### config.mk
export PLATFORM = sky130hd
export DESIGN_NAME = lstg_timing
export DESIGN_NICKNAME = d
export VERILOG_FILES = /design/src/lstg_pkg.sv /design/src/lstg_line_latch.sv /design/src/lstg_timing.sv
export VERILOG_INCLUDE_DIRS = /design/src /design/src/src
export SDC_FILE = /design/constraint.sdc
export NUM_CORES = 1
export LEC_CHECK = 0
export ABC_AREA = 1
export BUFFER_PORTS_ARGS = -buffer_cell sky130_fd_sc_hd__clkbuf_2
export CAP_MARGIN = 20
export CORE_AREA = 2 2 172 174
export DETAILED_ROUTE_END_ITERATION = 7
export DIE_AREA = 0 0 174 176
export PLACE_DENSITY = 0.8
export SLEW_MARGIN = 30
export SYNTH_ARGS = -nofsm -noshare
export SYNTH_HDL_FRONTEND = slang
export SYNTH_SLANG_ARGS = --single-unit
### constraint.sdc
create_clock -name I_CLK -period 1.4 [get_ports I_CLK]
set_input_delay 0.14 -clock I_CLK [delete_from_list [all_inputs] [get_ports I_CLK]]
set_output_delay 0.14 -clock I_CLK [all_outputs]
set_load 0.01 [all_outputs]
### src/lstg_map.svh
// register map, widths, reset values and timing counts of the scan timing block
`ifndef LSTG_MAP_SVH
`define LSTG_MAP_SVH

`define LSTG_ADDR_CTRL     4'h0
`define LSTG_ADDR_NLINE    4'h1
`define LSTG_ADDR_LINEDIV  4'h2
`define LSTG_ADDR_STATUS   4'h3

`define LSTG_CTRL_RST      6'h04
`define LSTG_NLINE_RST     6'h00
`define LSTG_LINEDIV_RST   8'h0f

`define LSTG_LINE_W        6
`define LSTG_ROW_W         128
`define LSTG_LAST_LINE     6'h3f
`define LSTG_FIRST_LINE    6'h00

`define LSTG_CLK_PERIOD_NS 100
`define LSTG_OSC_PERIOD_NS 1000
`define LSTG_OSC_DIV       (`LSTG_OSC_PERIOD_NS / `LSTG_CLK_PERIOD_NS)
`define LSTG_OSC_LAST      8'((`LSTG_OSC_DIV) - 1)

`endif

### src/lstg_pkg.sv
// types shared by the scan timing block
package lstg_pkg;

	typedef struct packed {
		logic multi_line_invert_enable_en;
		logic all_on;
		logic invert;
		logic disp_on;
		logic ext_src;
		logic primary;
	} lstg_ctrl_s;

	typedef struct packed {
		logic alt;
		logic frame_start_marker;
		logic lp;
	} lstg_timing_s;

endpackage

### src/lstg_line_latch.sv
// row latch with display on/off, inversion and all-on applied at its output
`include "lstg_map.svh"
module lstg_line_latch import lstg_pkg::*; (
	input  wire logic                   i_clk,
	input  wire logic                   i_rst_n,
	input  wire logic                   i_strobe,
	input  wire logic [`LSTG_ROW_W-1:0] i_data,
	input  wire lstg_ctrl_s             i_ctrl,
	output logic      [`LSTG_ROW_W-1:0] o_seg
);
	logic [`LSTG_ROW_W-1:0] row;
	wire  [`LSTG_ROW_W-1:0] shown;
	wire  [`LSTG_ROW_W-1:0] next_seg;

	// the raw row is kept apart so that mode changes never alter stored data
	assign shown    = i_ctrl.invert ? ~row : row;
	assign next_seg = !i_ctrl.disp_on ? '0 :
	                  i_ctrl.all_on   ? '1 : shown;

	always_ff @(posedge i_clk or negedge i_rst_n) begin
		if (!i_rst_n) begin
			row   <= '0;
			o_seg <= '0;
		end else begin
			if (i_strobe) begin
				row <= i_data;
			end
			o_seg <= next_seg;
		end
	end

	blank_off_a: assert property (@(posedge i_clk) disable iff (!i_rst_n)
		$past(!i_ctrl.disp_on) |-> o_seg == '0)
		else $error("columns not blank while display off");

	row_hold_a: assert property (@(posedge i_clk) disable iff (!i_rst_n)
		!i_strobe |=> $stable(row))
		else $error("row latch changed without strobe");

	row_take_a: assert property (@(posedge i_clk) disable iff (!i_rst_n)
		i_strobe |=> row == $past(i_data))
		else $error("row latch missed the line data");

endmodule // lstg_line_latch

### src/lstg_timing.sv
// scan timing generator: line pulse, frame marker, alternation and line addressing
//
// Strobed register access and the register addresses were decided locally.
`include "lstg_map.svh"
// Contract
// - timing derives from external source clock or internal oscillator divider
// - primary/secondary select changes generator behaviour and timing pin direction
// - line counter step and row latch strobe both come from the line pulse
// - each line pulse addresses next RAM line, then latches its 128 bits
// - alternation and frame marker are generated from the line pulse
// - by default alternation flips once per frame
// - with multi-line invert enabled alternation flips every n lines, register n-1
// - primary drives the three timing pins, secondary takes them as inputs
// - row latch holds one line for a whole common period
// - inversion, on/off and all-on act on latched data, never on RAM
module lstg_timing import lstg_pkg::*; (
	input  wire logic                   I_CLK,
	input  wire logic                   I_RST_N,
	input  wire logic [3:0]             I_ADDR,
	input  wire logic [7:0]             I_WDATA,
	input  wire logic                   I_WR,
	input  wire logic                   I_RD,
	output logic      [7:0]             O_RDATA,
	input  wire logic                   I_EXTERNAL_SOURCE_CLOCK,
	input  wire logic                   I_LINE_PULSE,
	output logic                        O_LINE_PULSE,
	output logic                        O_LINE_PULSE_OE,
	input  wire logic                   I_FRAME_START_MARKER,
	output logic                        O_FRAME_START_MARKER,
	output logic                        O_FRAME_START_MARKER_OE,
	input  wire logic                   I_ALTERNATION,
	output logic                        O_ALTERNATION,
	output logic                        O_ALTERNATION_OE,
	output logic      [`LSTG_LINE_W-1:0] O_RAM_LINE,
	input  wire logic [`LSTG_ROW_W-1:0] I_RAM_DATA,
	output logic      [`LSTG_ROW_W-1:0] O_COLUMN_DRIVER_OUTPUTS
);

	function automatic logic hit(input logic [3:0] a, input logic [3:0] r);
		hit = (a == r);
	endfunction

	// control registers
	lstg_ctrl_s              ctrl;
	logic [`LSTG_LINE_W-1:0] nline;
	logic [7:0]              line_div;

	// pin synchronisers: stage a feeds stage b only
	logic [3:0] sync_a;
	logic [3:0] sync_b;
	logic [3:0] sync_c;
	wire  [3:0] pin_raw;

	// timing state
	logic [7:0]              osc_cnt;
	logic [7:0]              tick_cnt;
	logic [`LSTG_LINE_W-1:0] line;
	logic [`LSTG_LINE_W-1:0] n_cnt;
	lstg_timing_s            gen;
	logic                    evt_d1;
	logic                    evt_d2;
	logic [7:0]              rdata;

	wire                     int_tick;
	wire                     ext_tick;
	wire                     tick;
	wire                     div_end;
	wire                     gen_evt;
	wire                     sec_evt;
	wire                     lp_evt;
	wire                     frame_in;
	wire                     alt_now;
	wire                     frame_wrap;
	wire                     n_end;
	wire                     alt_flip;
	wire [`LSTG_LINE_W-1:0]  next_line;
	wire [7:0]               next_rdata;
	wire [7:0]               status;

	assign pin_raw = {I_ALTERNATION, I_FRAME_START_MARKER,
	                  I_LINE_PULSE, I_EXTERNAL_SOURCE_CLOCK};

	always_ff @(posedge I_CLK or negedge I_RST_N) begin
		if (!I_RST_N) begin
			sync_a <= 4'h0;
			sync_b <= 4'h0;
			sync_c <= 4'h0;
		end else begin
			sync_a <= pin_raw;
			sync_b <= sync_a;
			sync_c <= sync_b;
		end
	end

	// register writes
	always_ff @(posedge I_CLK or negedge I_RST_N) begin
		if (!I_RST_N) begin
			ctrl     <= `LSTG_CTRL_RST;
			nline    <= `LSTG_NLINE_RST;
			line_div <= `LSTG_LINEDIV_RST;
		end else if (I_WR) begin
			if (hit(I_ADDR, `LSTG_ADDR_CTRL)) begin
				ctrl <= I_WDATA[5:0];
			end
			if (hit(I_ADDR, `LSTG_ADDR_NLINE)) begin
				nline <= I_WDATA[5:0];
			end
			if (hit(I_ADDR, `LSTG_ADDR_LINEDIV)) begin
				line_div <= I_WDATA;
			end
		end
	end

	// read path, data in the cycle after the strobe; unmapped reads give zero
	assign status = {gen.frame_start_marker, alt_now, line};
	assign next_rdata = !I_RD                               ? 8'h00 :
	                    hit(I_ADDR, `LSTG_ADDR_CTRL)    ? {2'b00, ctrl} :
	                    hit(I_ADDR, `LSTG_ADDR_NLINE)   ? {2'b00, nline} :
	                    hit(I_ADDR, `LSTG_ADDR_LINEDIV) ? line_div :
	                    hit(I_ADDR, `LSTG_ADDR_STATUS)  ? status : 8'h00;

	always_ff @(posedge I_CLK or negedge I_RST_N) begin
		if (!I_RST_N) begin
			rdata <= 8'h00;
		end else begin
			rdata <= next_rdata;
		end
	end
	assign O_RDATA = rdata;

	// source clock: external pin rising edges or the on-chip oscillator divider
	assign int_tick = (osc_cnt == `LSTG_OSC_LAST);
	assign ext_tick = sync_b[0] & ~sync_c[0];
	assign tick     = ctrl.ext_src ? ext_tick : int_tick;

	always_ff @(posedge I_CLK or negedge I_RST_N) begin
		if (!I_RST_N) begin
			osc_cnt <= 8'h00;
		end else begin
			osc_cnt <= int_tick ? 8'h00 : osc_cnt + 8'h01;
		end
	end

	// line pulse: one every line_div+1 source ticks
	assign div_end = (tick_cnt == line_div);
	assign gen_evt = tick & div_end & ctrl.primary;

	always_ff @(posedge I_CLK or negedge I_RST_N) begin
		if (!I_RST_N) begin
			tick_cnt <= 8'h00;
		end else if (tick) begin
			tick_cnt <= div_end ? 8'h00 : tick_cnt + 8'h01;
		end
	end

	// a secondary follows the primary's pins and ignores its own divider
	assign sec_evt  = sync_b[1] & ~sync_c[1];
	assign frame_in = sync_b[2];
	assign lp_evt   = ctrl.primary ? gen_evt : sec_evt;

	// line counter, stepped only by the line pulse
	assign frame_wrap = (line == `LSTG_LAST_LINE);
	assign next_line  = (!ctrl.primary && frame_in) ? `LSTG_FIRST_LINE :
	                    frame_wrap ? `LSTG_FIRST_LINE :
	                    line + 6'h01;

	always_ff @(posedge I_CLK or negedge I_RST_N) begin
		if (!I_RST_N) begin
			line <= `LSTG_FIRST_LINE;
		end else if (lp_evt) begin
			line <= next_line;
		end
	end
	assign O_RAM_LINE = line;

	// RAM answers one cycle after the address moves, so the latch strobe trails by two
	always_ff @(posedge I_CLK or negedge I_RST_N) begin
		if (!I_RST_N) begin
			evt_d1 <= 1'b0;
			evt_d2 <= 1'b0;
		end else begin
			evt_d1 <= lp_evt;
			evt_d2 <= evt_d1;
		end
	end

	// alternation: per frame, or every nline+1 lines when enabled
	assign n_end    = (n_cnt == nline);
	assign alt_flip = ctrl.multi_line_invert_enable_en ? n_end : (next_line == `LSTG_FIRST_LINE);

	always_ff @(posedge I_CLK or negedge I_RST_N) begin
		if (!I_RST_N) begin
			n_cnt <= 6'h00;
		end else if (lp_evt) begin
			n_cnt <= (n_end || !ctrl.multi_line_invert_enable_en) ? 6'h00 : n_cnt + 6'h01;
		end
	end

	always_ff @(posedge I_CLK or negedge I_RST_N) begin
		if (!I_RST_N) begin
			gen <= 3'b010;
		end else begin
			if (gen_evt) begin
				gen.lp <= 1'b1;
			end else if (tick) begin
				gen.lp <= 1'b0;
			end
			if (lp_evt) begin
				gen.frame_start_marker <= (next_line == `LSTG_FIRST_LINE);
				if (alt_flip) begin
					gen.alt <= ~gen.alt;
				end
			end
		end
	end

	// pins driven only by a primary; a secondary's alternation is the primary's
	assign alt_now                 = ctrl.primary ? gen.alt : sync_b[3];
	assign O_LINE_PULSE            = gen.lp;
	assign O_FRAME_START_MARKER    = gen.frame_start_marker;
	assign O_ALTERNATION           = gen.alt;
	assign O_LINE_PULSE_OE         = ctrl.primary;
	assign O_FRAME_START_MARKER_OE = ctrl.primary;
	assign O_ALTERNATION_OE        = ctrl.primary;

	lstg_line_latch u_latch (
		.i_clk   (I_CLK),
		.i_rst_n (I_RST_N),
		.i_strobe(evt_d2),
		.i_data  (I_RAM_DATA),
		.i_ctrl  (ctrl),
		.o_seg   (O_COLUMN_DRIVER_OUTPUTS)
	);

	line_step_a: assert property (@(posedge I_CLK) disable iff (!I_RST_N)
		lp_evt && ctrl.primary && !frame_wrap |=> line == $past(line) + 6'h01)
		else $error("line counter did not advance on line pulse");

	line_wrap_a: assert property (@(posedge I_CLK) disable iff (!I_RST_N)
		lp_evt && frame_wrap |=> line == 6'h00)
		else $error("line counter did not wrap");

	line_hold_a: assert property (@(posedge I_CLK) disable iff (!I_RST_N)
		!lp_evt |=> $stable(line))
		else $error("line address moved without line pulse");

	latch_delay_a: assert property (@(posedge I_CLK) disable iff (!I_RST_N)
		lp_evt |-> ##2 evt_d2)
		else $error("row latch strobe not two cycles after line pulse");

	frame_first_a: assert property (@(posedge I_CLK) disable iff (!I_RST_N)
		lp_evt |=> gen.frame_start_marker == (line == 6'h00))
		else $error("frame marker not tied to first line");

	alt_frame_a: assert property (@(posedge I_CLK) disable iff (!I_RST_N)
		lp_evt && !ctrl.multi_line_invert_enable_en && frame_wrap |=> gen.alt != $past(gen.alt))
		else $error("alternation did not flip at frame end");

	alt_steady_a: assert property (@(posedge I_CLK) disable iff (!I_RST_N)
		lp_evt && !ctrl.multi_line_invert_enable_en && ctrl.primary && !frame_wrap |=> $stable(gen.alt))
		else $error("alternation flipped inside a frame");

	alt_nline_a: assert property (@(posedge I_CLK) disable iff (!I_RST_N)
		lp_evt && ctrl.multi_line_invert_enable_en && n_end |=> gen.alt != $past(gen.alt) && n_cnt == 6'h00)
		else $error("alternation missed n-line flip");

	sec_quiet_a: assert property (@(posedge I_CLK) disable iff (!I_RST_N)
		!ctrl.primary |-> !gen_evt && !O_LINE_PULSE_OE && !O_ALTERNATION_OE)
		else $error("secondary generates or drives timing");

	src_ext_a: assert property (@(posedge I_CLK) disable iff (!I_RST_N)
		ctrl.ext_src && !ext_tick |=> $stable(tick_cnt))
		else $error("line divider ran without external clock edge");

	read_status_a: assert property (@(posedge I_CLK) disable iff (!I_RST_N)
		I_RD && I_ADDR == 4'h3 |=> O_RDATA[5:0] == $past(line))
		else $error("status read does not show line counter");

	rd_idle_a: assert property (@(posedge I_CLK) disable iff (!I_RST_N)
		!I_RD |=> O_RDATA == 8'h00)
		else $error("read data not zero outside a read");

	read_ctrl_a: assert property (@(posedge I_CLK) disable iff (!I_RST_N)
		I_RD && I_ADDR == `LSTG_ADDR_CTRL |=> O_RDATA == {2'b00, $past(ctrl)})
		else $error("control read does not show control register");

	read_nline_a: assert property (@(posedge I_CLK) disable iff (!I_RST_N)
		I_RD && I_ADDR == `LSTG_ADDR_NLINE |=> O_RDATA == {2'b00, $past(nline)})
		else $error("n-line read does not show n-line register");

	read_div_a: assert property (@(posedge I_CLK) disable iff (!I_RST_N)
		I_RD && I_ADDR == `LSTG_ADDR_LINEDIV |=> O_RDATA == $past(line_div))
		else $error("divider read does not show divider register");

	write_ctrl_a: assert property (@(posedge I_CLK) disable iff (!I_RST_N)
		I_WR && I_ADDR == `LSTG_ADDR_CTRL |=> ctrl == $past(I_WDATA[5:0]))
		else $error("control write did not land");

	write_nline_a: assert property (@(posedge I_CLK) disable iff (!I_RST_N)
		I_WR && I_ADDR == `LSTG_ADDR_NLINE |=> nline == $past(I_WDATA[5:0]))
		else $error("n-line write did not land");

	write_div_a: assert property (@(posedge I_CLK) disable iff (!I_RST_N)
		I_WR && I_ADDR == `LSTG_ADDR_LINEDIV |=> line_div == $past(I_WDATA))
		else $error("divider write did not land");

	osc_wrap_a: assert property (@(posedge I_CLK) disable iff (!I_RST_N)
		int_tick |=> osc_cnt == 8'h00)
		else $error("oscillator divider did not wrap");

	osc_step_a: assert property (@(posedge I_CLK) disable iff (!I_RST_N)
		!int_tick |=> osc_cnt == $past(osc_cnt) + 8'h01)
		else $error("oscillator divider did not count");

	div_step_a: assert property (@(posedge I_CLK) disable iff (!I_RST_N)
		tick && !div_end |=> tick_cnt == $past(tick_cnt) + 8'h01)
		else $error("line divider did not count a tick");

	lp_rise_a: assert property (@(posedge I_CLK) disable iff (!I_RST_N)
		gen_evt |=> O_LINE_PULSE)
		else $error("line pulse not raised on line event");

	lp_fall_a: assert property (@(posedge I_CLK) disable iff (!I_RST_N)
		tick && !gen_evt |=> !O_LINE_PULSE)
		else $error("line pulse not dropped on next tick");

	sec_frame_a: assert property (@(posedge I_CLK) disable iff (!I_RST_N)
		!ctrl.primary && lp_evt && frame_in |=> line == `LSTG_FIRST_LINE)
		else $error("secondary ignored frame marker pin");

	sec_step_a: assert property (@(posedge I_CLK) disable iff (!I_RST_N)
		!ctrl.primary && lp_evt && !frame_in && !frame_wrap |=> line == $past(line) + 6'h01)
		else $error("secondary line did not follow line pulse pin");

	ncnt_clear_a: assert property (@(posedge I_CLK) disable iff (!I_RST_N)
		lp_evt && !ctrl.multi_line_invert_enable_en |=> n_cnt == 6'h00)
		else $error("n-line counter not cleared while disabled");

	alt_ncount_a: assert property (@(posedge I_CLK) disable iff (!I_RST_N)
		lp_evt && ctrl.multi_line_invert_enable_en && !n_end |=> $stable(gen.alt))
		else $error("alternation flipped inside an n-line group");

	flm_hold_a: assert property (@(posedge I_CLK) disable iff (!I_RST_N)
		!lp_evt |=> $stable(gen.frame_start_marker))
		else $error("frame marker moved without line pulse");

endmodule // lstg_timing
==> flow_summary.yaml <==
run_status:
  run_status: "complete, but fails checks"
  violations: "negative setup slack"
detailed_routing:
  vias: 13130
  final_antenna_net_count: 0
  route.detailed.wl_per_inst_um: 16.65
  detail_route.drc_violations: 0
  drt_wl_total_um: 42420
  drt-vias-per-instance: 5.155
  drtPass1Iterations: 5
  detailedRoute.firstIterationViolations: 1085
die:
  die_h_um: 176
  chipWidth_um: 174
  io-pin-count: 296
  num_rows: 62
  die-area_um2: 30620
  core_area_um2: 28550
  initial_core_util_pct: 48.95
timing:
  worst_slew_pin_slew_ns: 0.5127
  fin_ws_ns: -0.2258
  hold-worst-slack_ns: 0.09140
  fin_crit_sh_pct: 116.1
  timing.clock.skew_ns: 0.02248
  grt_setup_unrepaired: "yes"
  finalWorstPathRequiredPeriod_ns: 1.626
  finalSetupViolCount: 24
  timing_max_transition_violations_final: 0
  max_freq_ghz: 0.6151
  slew_headroom_pct: 65.74
  report.final.hold_viol_count: 0
worst_setup_path:
  worst_ep_required_time_ns: 1.84
  path_class: "reg -> reg"
  startpoint_type_of_the_worst_setup_path: "register"
  crit_path_end_kind: "register"
  timing.critical_path.fanout_max: 6
  worst-endpoint-arrival_ns: 2.07
cells_and_area:
  antennaDiodeCount: 0
  post_route_cells_drive_above_1_share_pct: 25.57
  layout_common_cells: "sky130_fd_sc_hd__nand2_1 (357), sky130_fd_sc_hd__dfrtp_1 (314), sky130_fd_sc_hd__inv_1 (302)"
  final_nets: 2289
  post_layout_nonfiller_instances: 2547
  layout.cells.most_common: "sky130_fd_sc_hd__nand2_1"
  fillers: 2015
  syn2layout_area_growth_pct: 41.09
clocking:
  max_root_sink_buffers: 3
  clk_pin_slew_ns: 0.06
  insertion_delay_ns: 0.52
  tritoncts: "yes"
  root_buffer: "sky130_fd_sc_hd__clkbuf_16"
  cts_inserted_buffers: 36
  clock_sink_count: 327
  h_tree_levels: 2
logic_synthesis:
  syn-num-nets: 1790
  netlist_instances: 1637
  syn_area_per_cell_um2: 8.536
  yosysSeqAreaShare_pct: 58.61
  post_synth_cell_types: 37
  netlist_top_cells_area: "sky130_fd_sc_hd__dfrtp_1 (57%), sky130_fd_sc_hd__o21ai_0 (10%), sky130_fd_sc_hd__nand2_1 (9.9%), sky130_fd_sc_hd__inv_1 (8.2%), sky130_fd_sc_hd__a21oi_1 (4.9%)"
  post-synth-top-area-cell: "sky130_fd_sc_hd__dfrtp_1"
  synth.top_cell.area_share_pct: 57.49
  mappedNetlistArea_um2: 13970
  seq_cells_post_synth: 327
  yosysWarnings: 0
placement:
  gp_congestion: 0.8823
  placement.io_buffers: 295
  place.detailed.instances: 2317
  dpl.hpwl_um: 23120
pwr:
  p_leak_uw: 0.01070
  power.total_uw: 30590
  peakVddDrop_mv: 1.196
  power_density_nw_per_um2: 1552
grt:
  antenna_found_initial: 0
  globalRouteTotalUtil_pct: 26.57
  first_pass_grt_wire_length_um: 65710
  grt_pass1_vias: 13170
  grt_overflow_total: 0
  pin_count_of_the_biggest_net_entering_global_routing: 89
run:
  max-cap-violations: 0
min_path:
  worst_hold_path_type: "in -> async"
where the power goes:
part           total [µW]  leakage (µW)  internal [µW]  switching (µW)
Combinational        8950       0.00594           3570            5380
Clock                9400      0.000585           5570            3820
Sequential          12200       0.00418          11400             886
Total               30600        0.0107          20500           10100
metrics by stage:
stage | utilization, % | TNS (ns) | worst slack [ns] | area, µm²
2_1_floorplan | - | -1.160 | -0.1268 | 14000
3_3_place_gp | 57.69 | -2.971 | -0.2204 | 16470
3_5_place_dp | 57.69 | -4.131 | -0.2711 | 16470
4_1_cts | 67.71 | -3.656 | -0.2212 | 19330
5_1_grt | 69.06 | -6.721 | -0.3418 | 19720
6_report | 69.06 | -4.030 | -0.2258 | 19720
cells by family after synthesis:
kind of cell | count (synthesis) | share of synthesized area, %
adder cells (fa/ha/maj) | 5 | 0.4477
AND/OR/NAND/NOR | 449 | 12.75
XOR/XNOR | 12 | 0.7521
buffers and inverters | 401 | 11.17
flip-flops | 327 | 58.61
AO/OA/AOI/OAI | 443 | 16.26
per-layer routing:
layer	part of all wire, %	wire, µm	track usage, %	vias up
met1	38	16210	32.08	6227
met5	0	0	0	-
met4	4.6	1957	12.50	0
met2	50	21410	46.43	670
met3	6.7	2837	4.823	148
li1	-	-	-	6084
cell usage after synthesis, drive strengths merged:
library cell / instances
nand2: 371
dfrtp: 321
inv: 309
o21ai: 292
a21oi: 138
clkbuf: 52
buf: 40
nor2: 38
nand3: 21
xor2: 12
nor3: 9
dfstp: 6
a221oi: 5
ha: 5
nand4: 4
o22ai: 3
or2: 2
a211oi: 1
and2: 1
and3: 1
nor3b: 1
nor4: 1
o21a: 1
o21bai: 1
o221ai: 1
o31ai: 1
flip-flops by register name (all words and copies together) (netlist names):
name                  flops
u_latch.o_seg           128
u_latch.row             128
O_RDATA                   8
line_div                  8
osc_cnt                   8
tick_cnt                  8
O_RAM_LINE                6
n_cnt                     6
nline                     6
ctrl                      5
sync_a                    4
sync_b                    4
sync_c                    2
O_ALTERNATION             1
O_ALTERNATION_OE          1
O_FRAME_START_MARKER      1
O_LINE_PULSE              1
evt_d1                    1
evt_d2                    1
critical path, cell delays in order, from the launching register on:
cell	delay, ns
sky130_fd_sc_hd__dfrtp_1	0.38
sky130_fd_sc_hd__inv_1	0.06
sky130_fd_sc_hd__ha_2	0.15
sky130_fd_sc_hd__nor3b_4	0.20
sky130_fd_sc_hd__nand3_2	0.13
sky130_fd_sc_hd__nand2_4	0.11
sky130_fd_sc_hd__nand3_4	0.14
sky130_fd_sc_hd__nand2_8	0.15
sky130_fd_sc_hd__buf_6	0.14
sky130_fd_sc_hd__nand2_4	0.05
sky130_fd_sc_hd__o21ai_2	0.05
layout make-up:
| type | count | area [µm²] | share of cell area (%) |
|---|---|---|---|
| inverters | 309 | 1175 | 5.959 |
| clock buffers | 50 | 1035 | 5.248 |
| repair buffers | 552 | 4143 | 21.01 |
| multi-input cells | 910 | 4529 | 22.97 |
| flip-flops and latches | 327 | 8210 | 41.64 |
| well taps | 384 | 480.5 | 2.437 |
| clock inverters | 15 | 142.6 | 0.7235 |
repair_timing:
action | CTS | global route
hold endpoints to repair | 477 | 0
gates cloned | 2 | 3
hold buffers | 142 | 0
pin swaps | 12 | 17
buffers inserted | 11 | 11
resized for setup | 44 | 86
setup endpoints to repair | 31 | 84
worst paths after layout:
check,endpoint,cells after the start,from,slack (ns)
hold / removal,sync_a[1]$_DFF_PN0_,2,I_RST_N,0.09
setup reg to reg,O_RAM_LINE[3]$_DFFE_PN0P_,10,osc_cnt[1]$_DFF_PN0_,-0.23
hold reg to reg,sync_b[0]$_DFF_PN0_,0,sync_a[0]$_DFF_PN0_,0.35
min in group I_CLK,O_RDATA[6]$_DFF_PN0_,5,I_ADDR[0],0.10
max in group asynchronous,u_latch.o_seg[92]$_DFF_PN0_,3,I_RST_N,0.63
setup / recovery,O_RAM_LINE[3]$_DFFE_PN0P_,10,osc_cnt[1]$_DFF_PN0_,-0.23
Note: power is estimated with default switching activity, not from simulation.
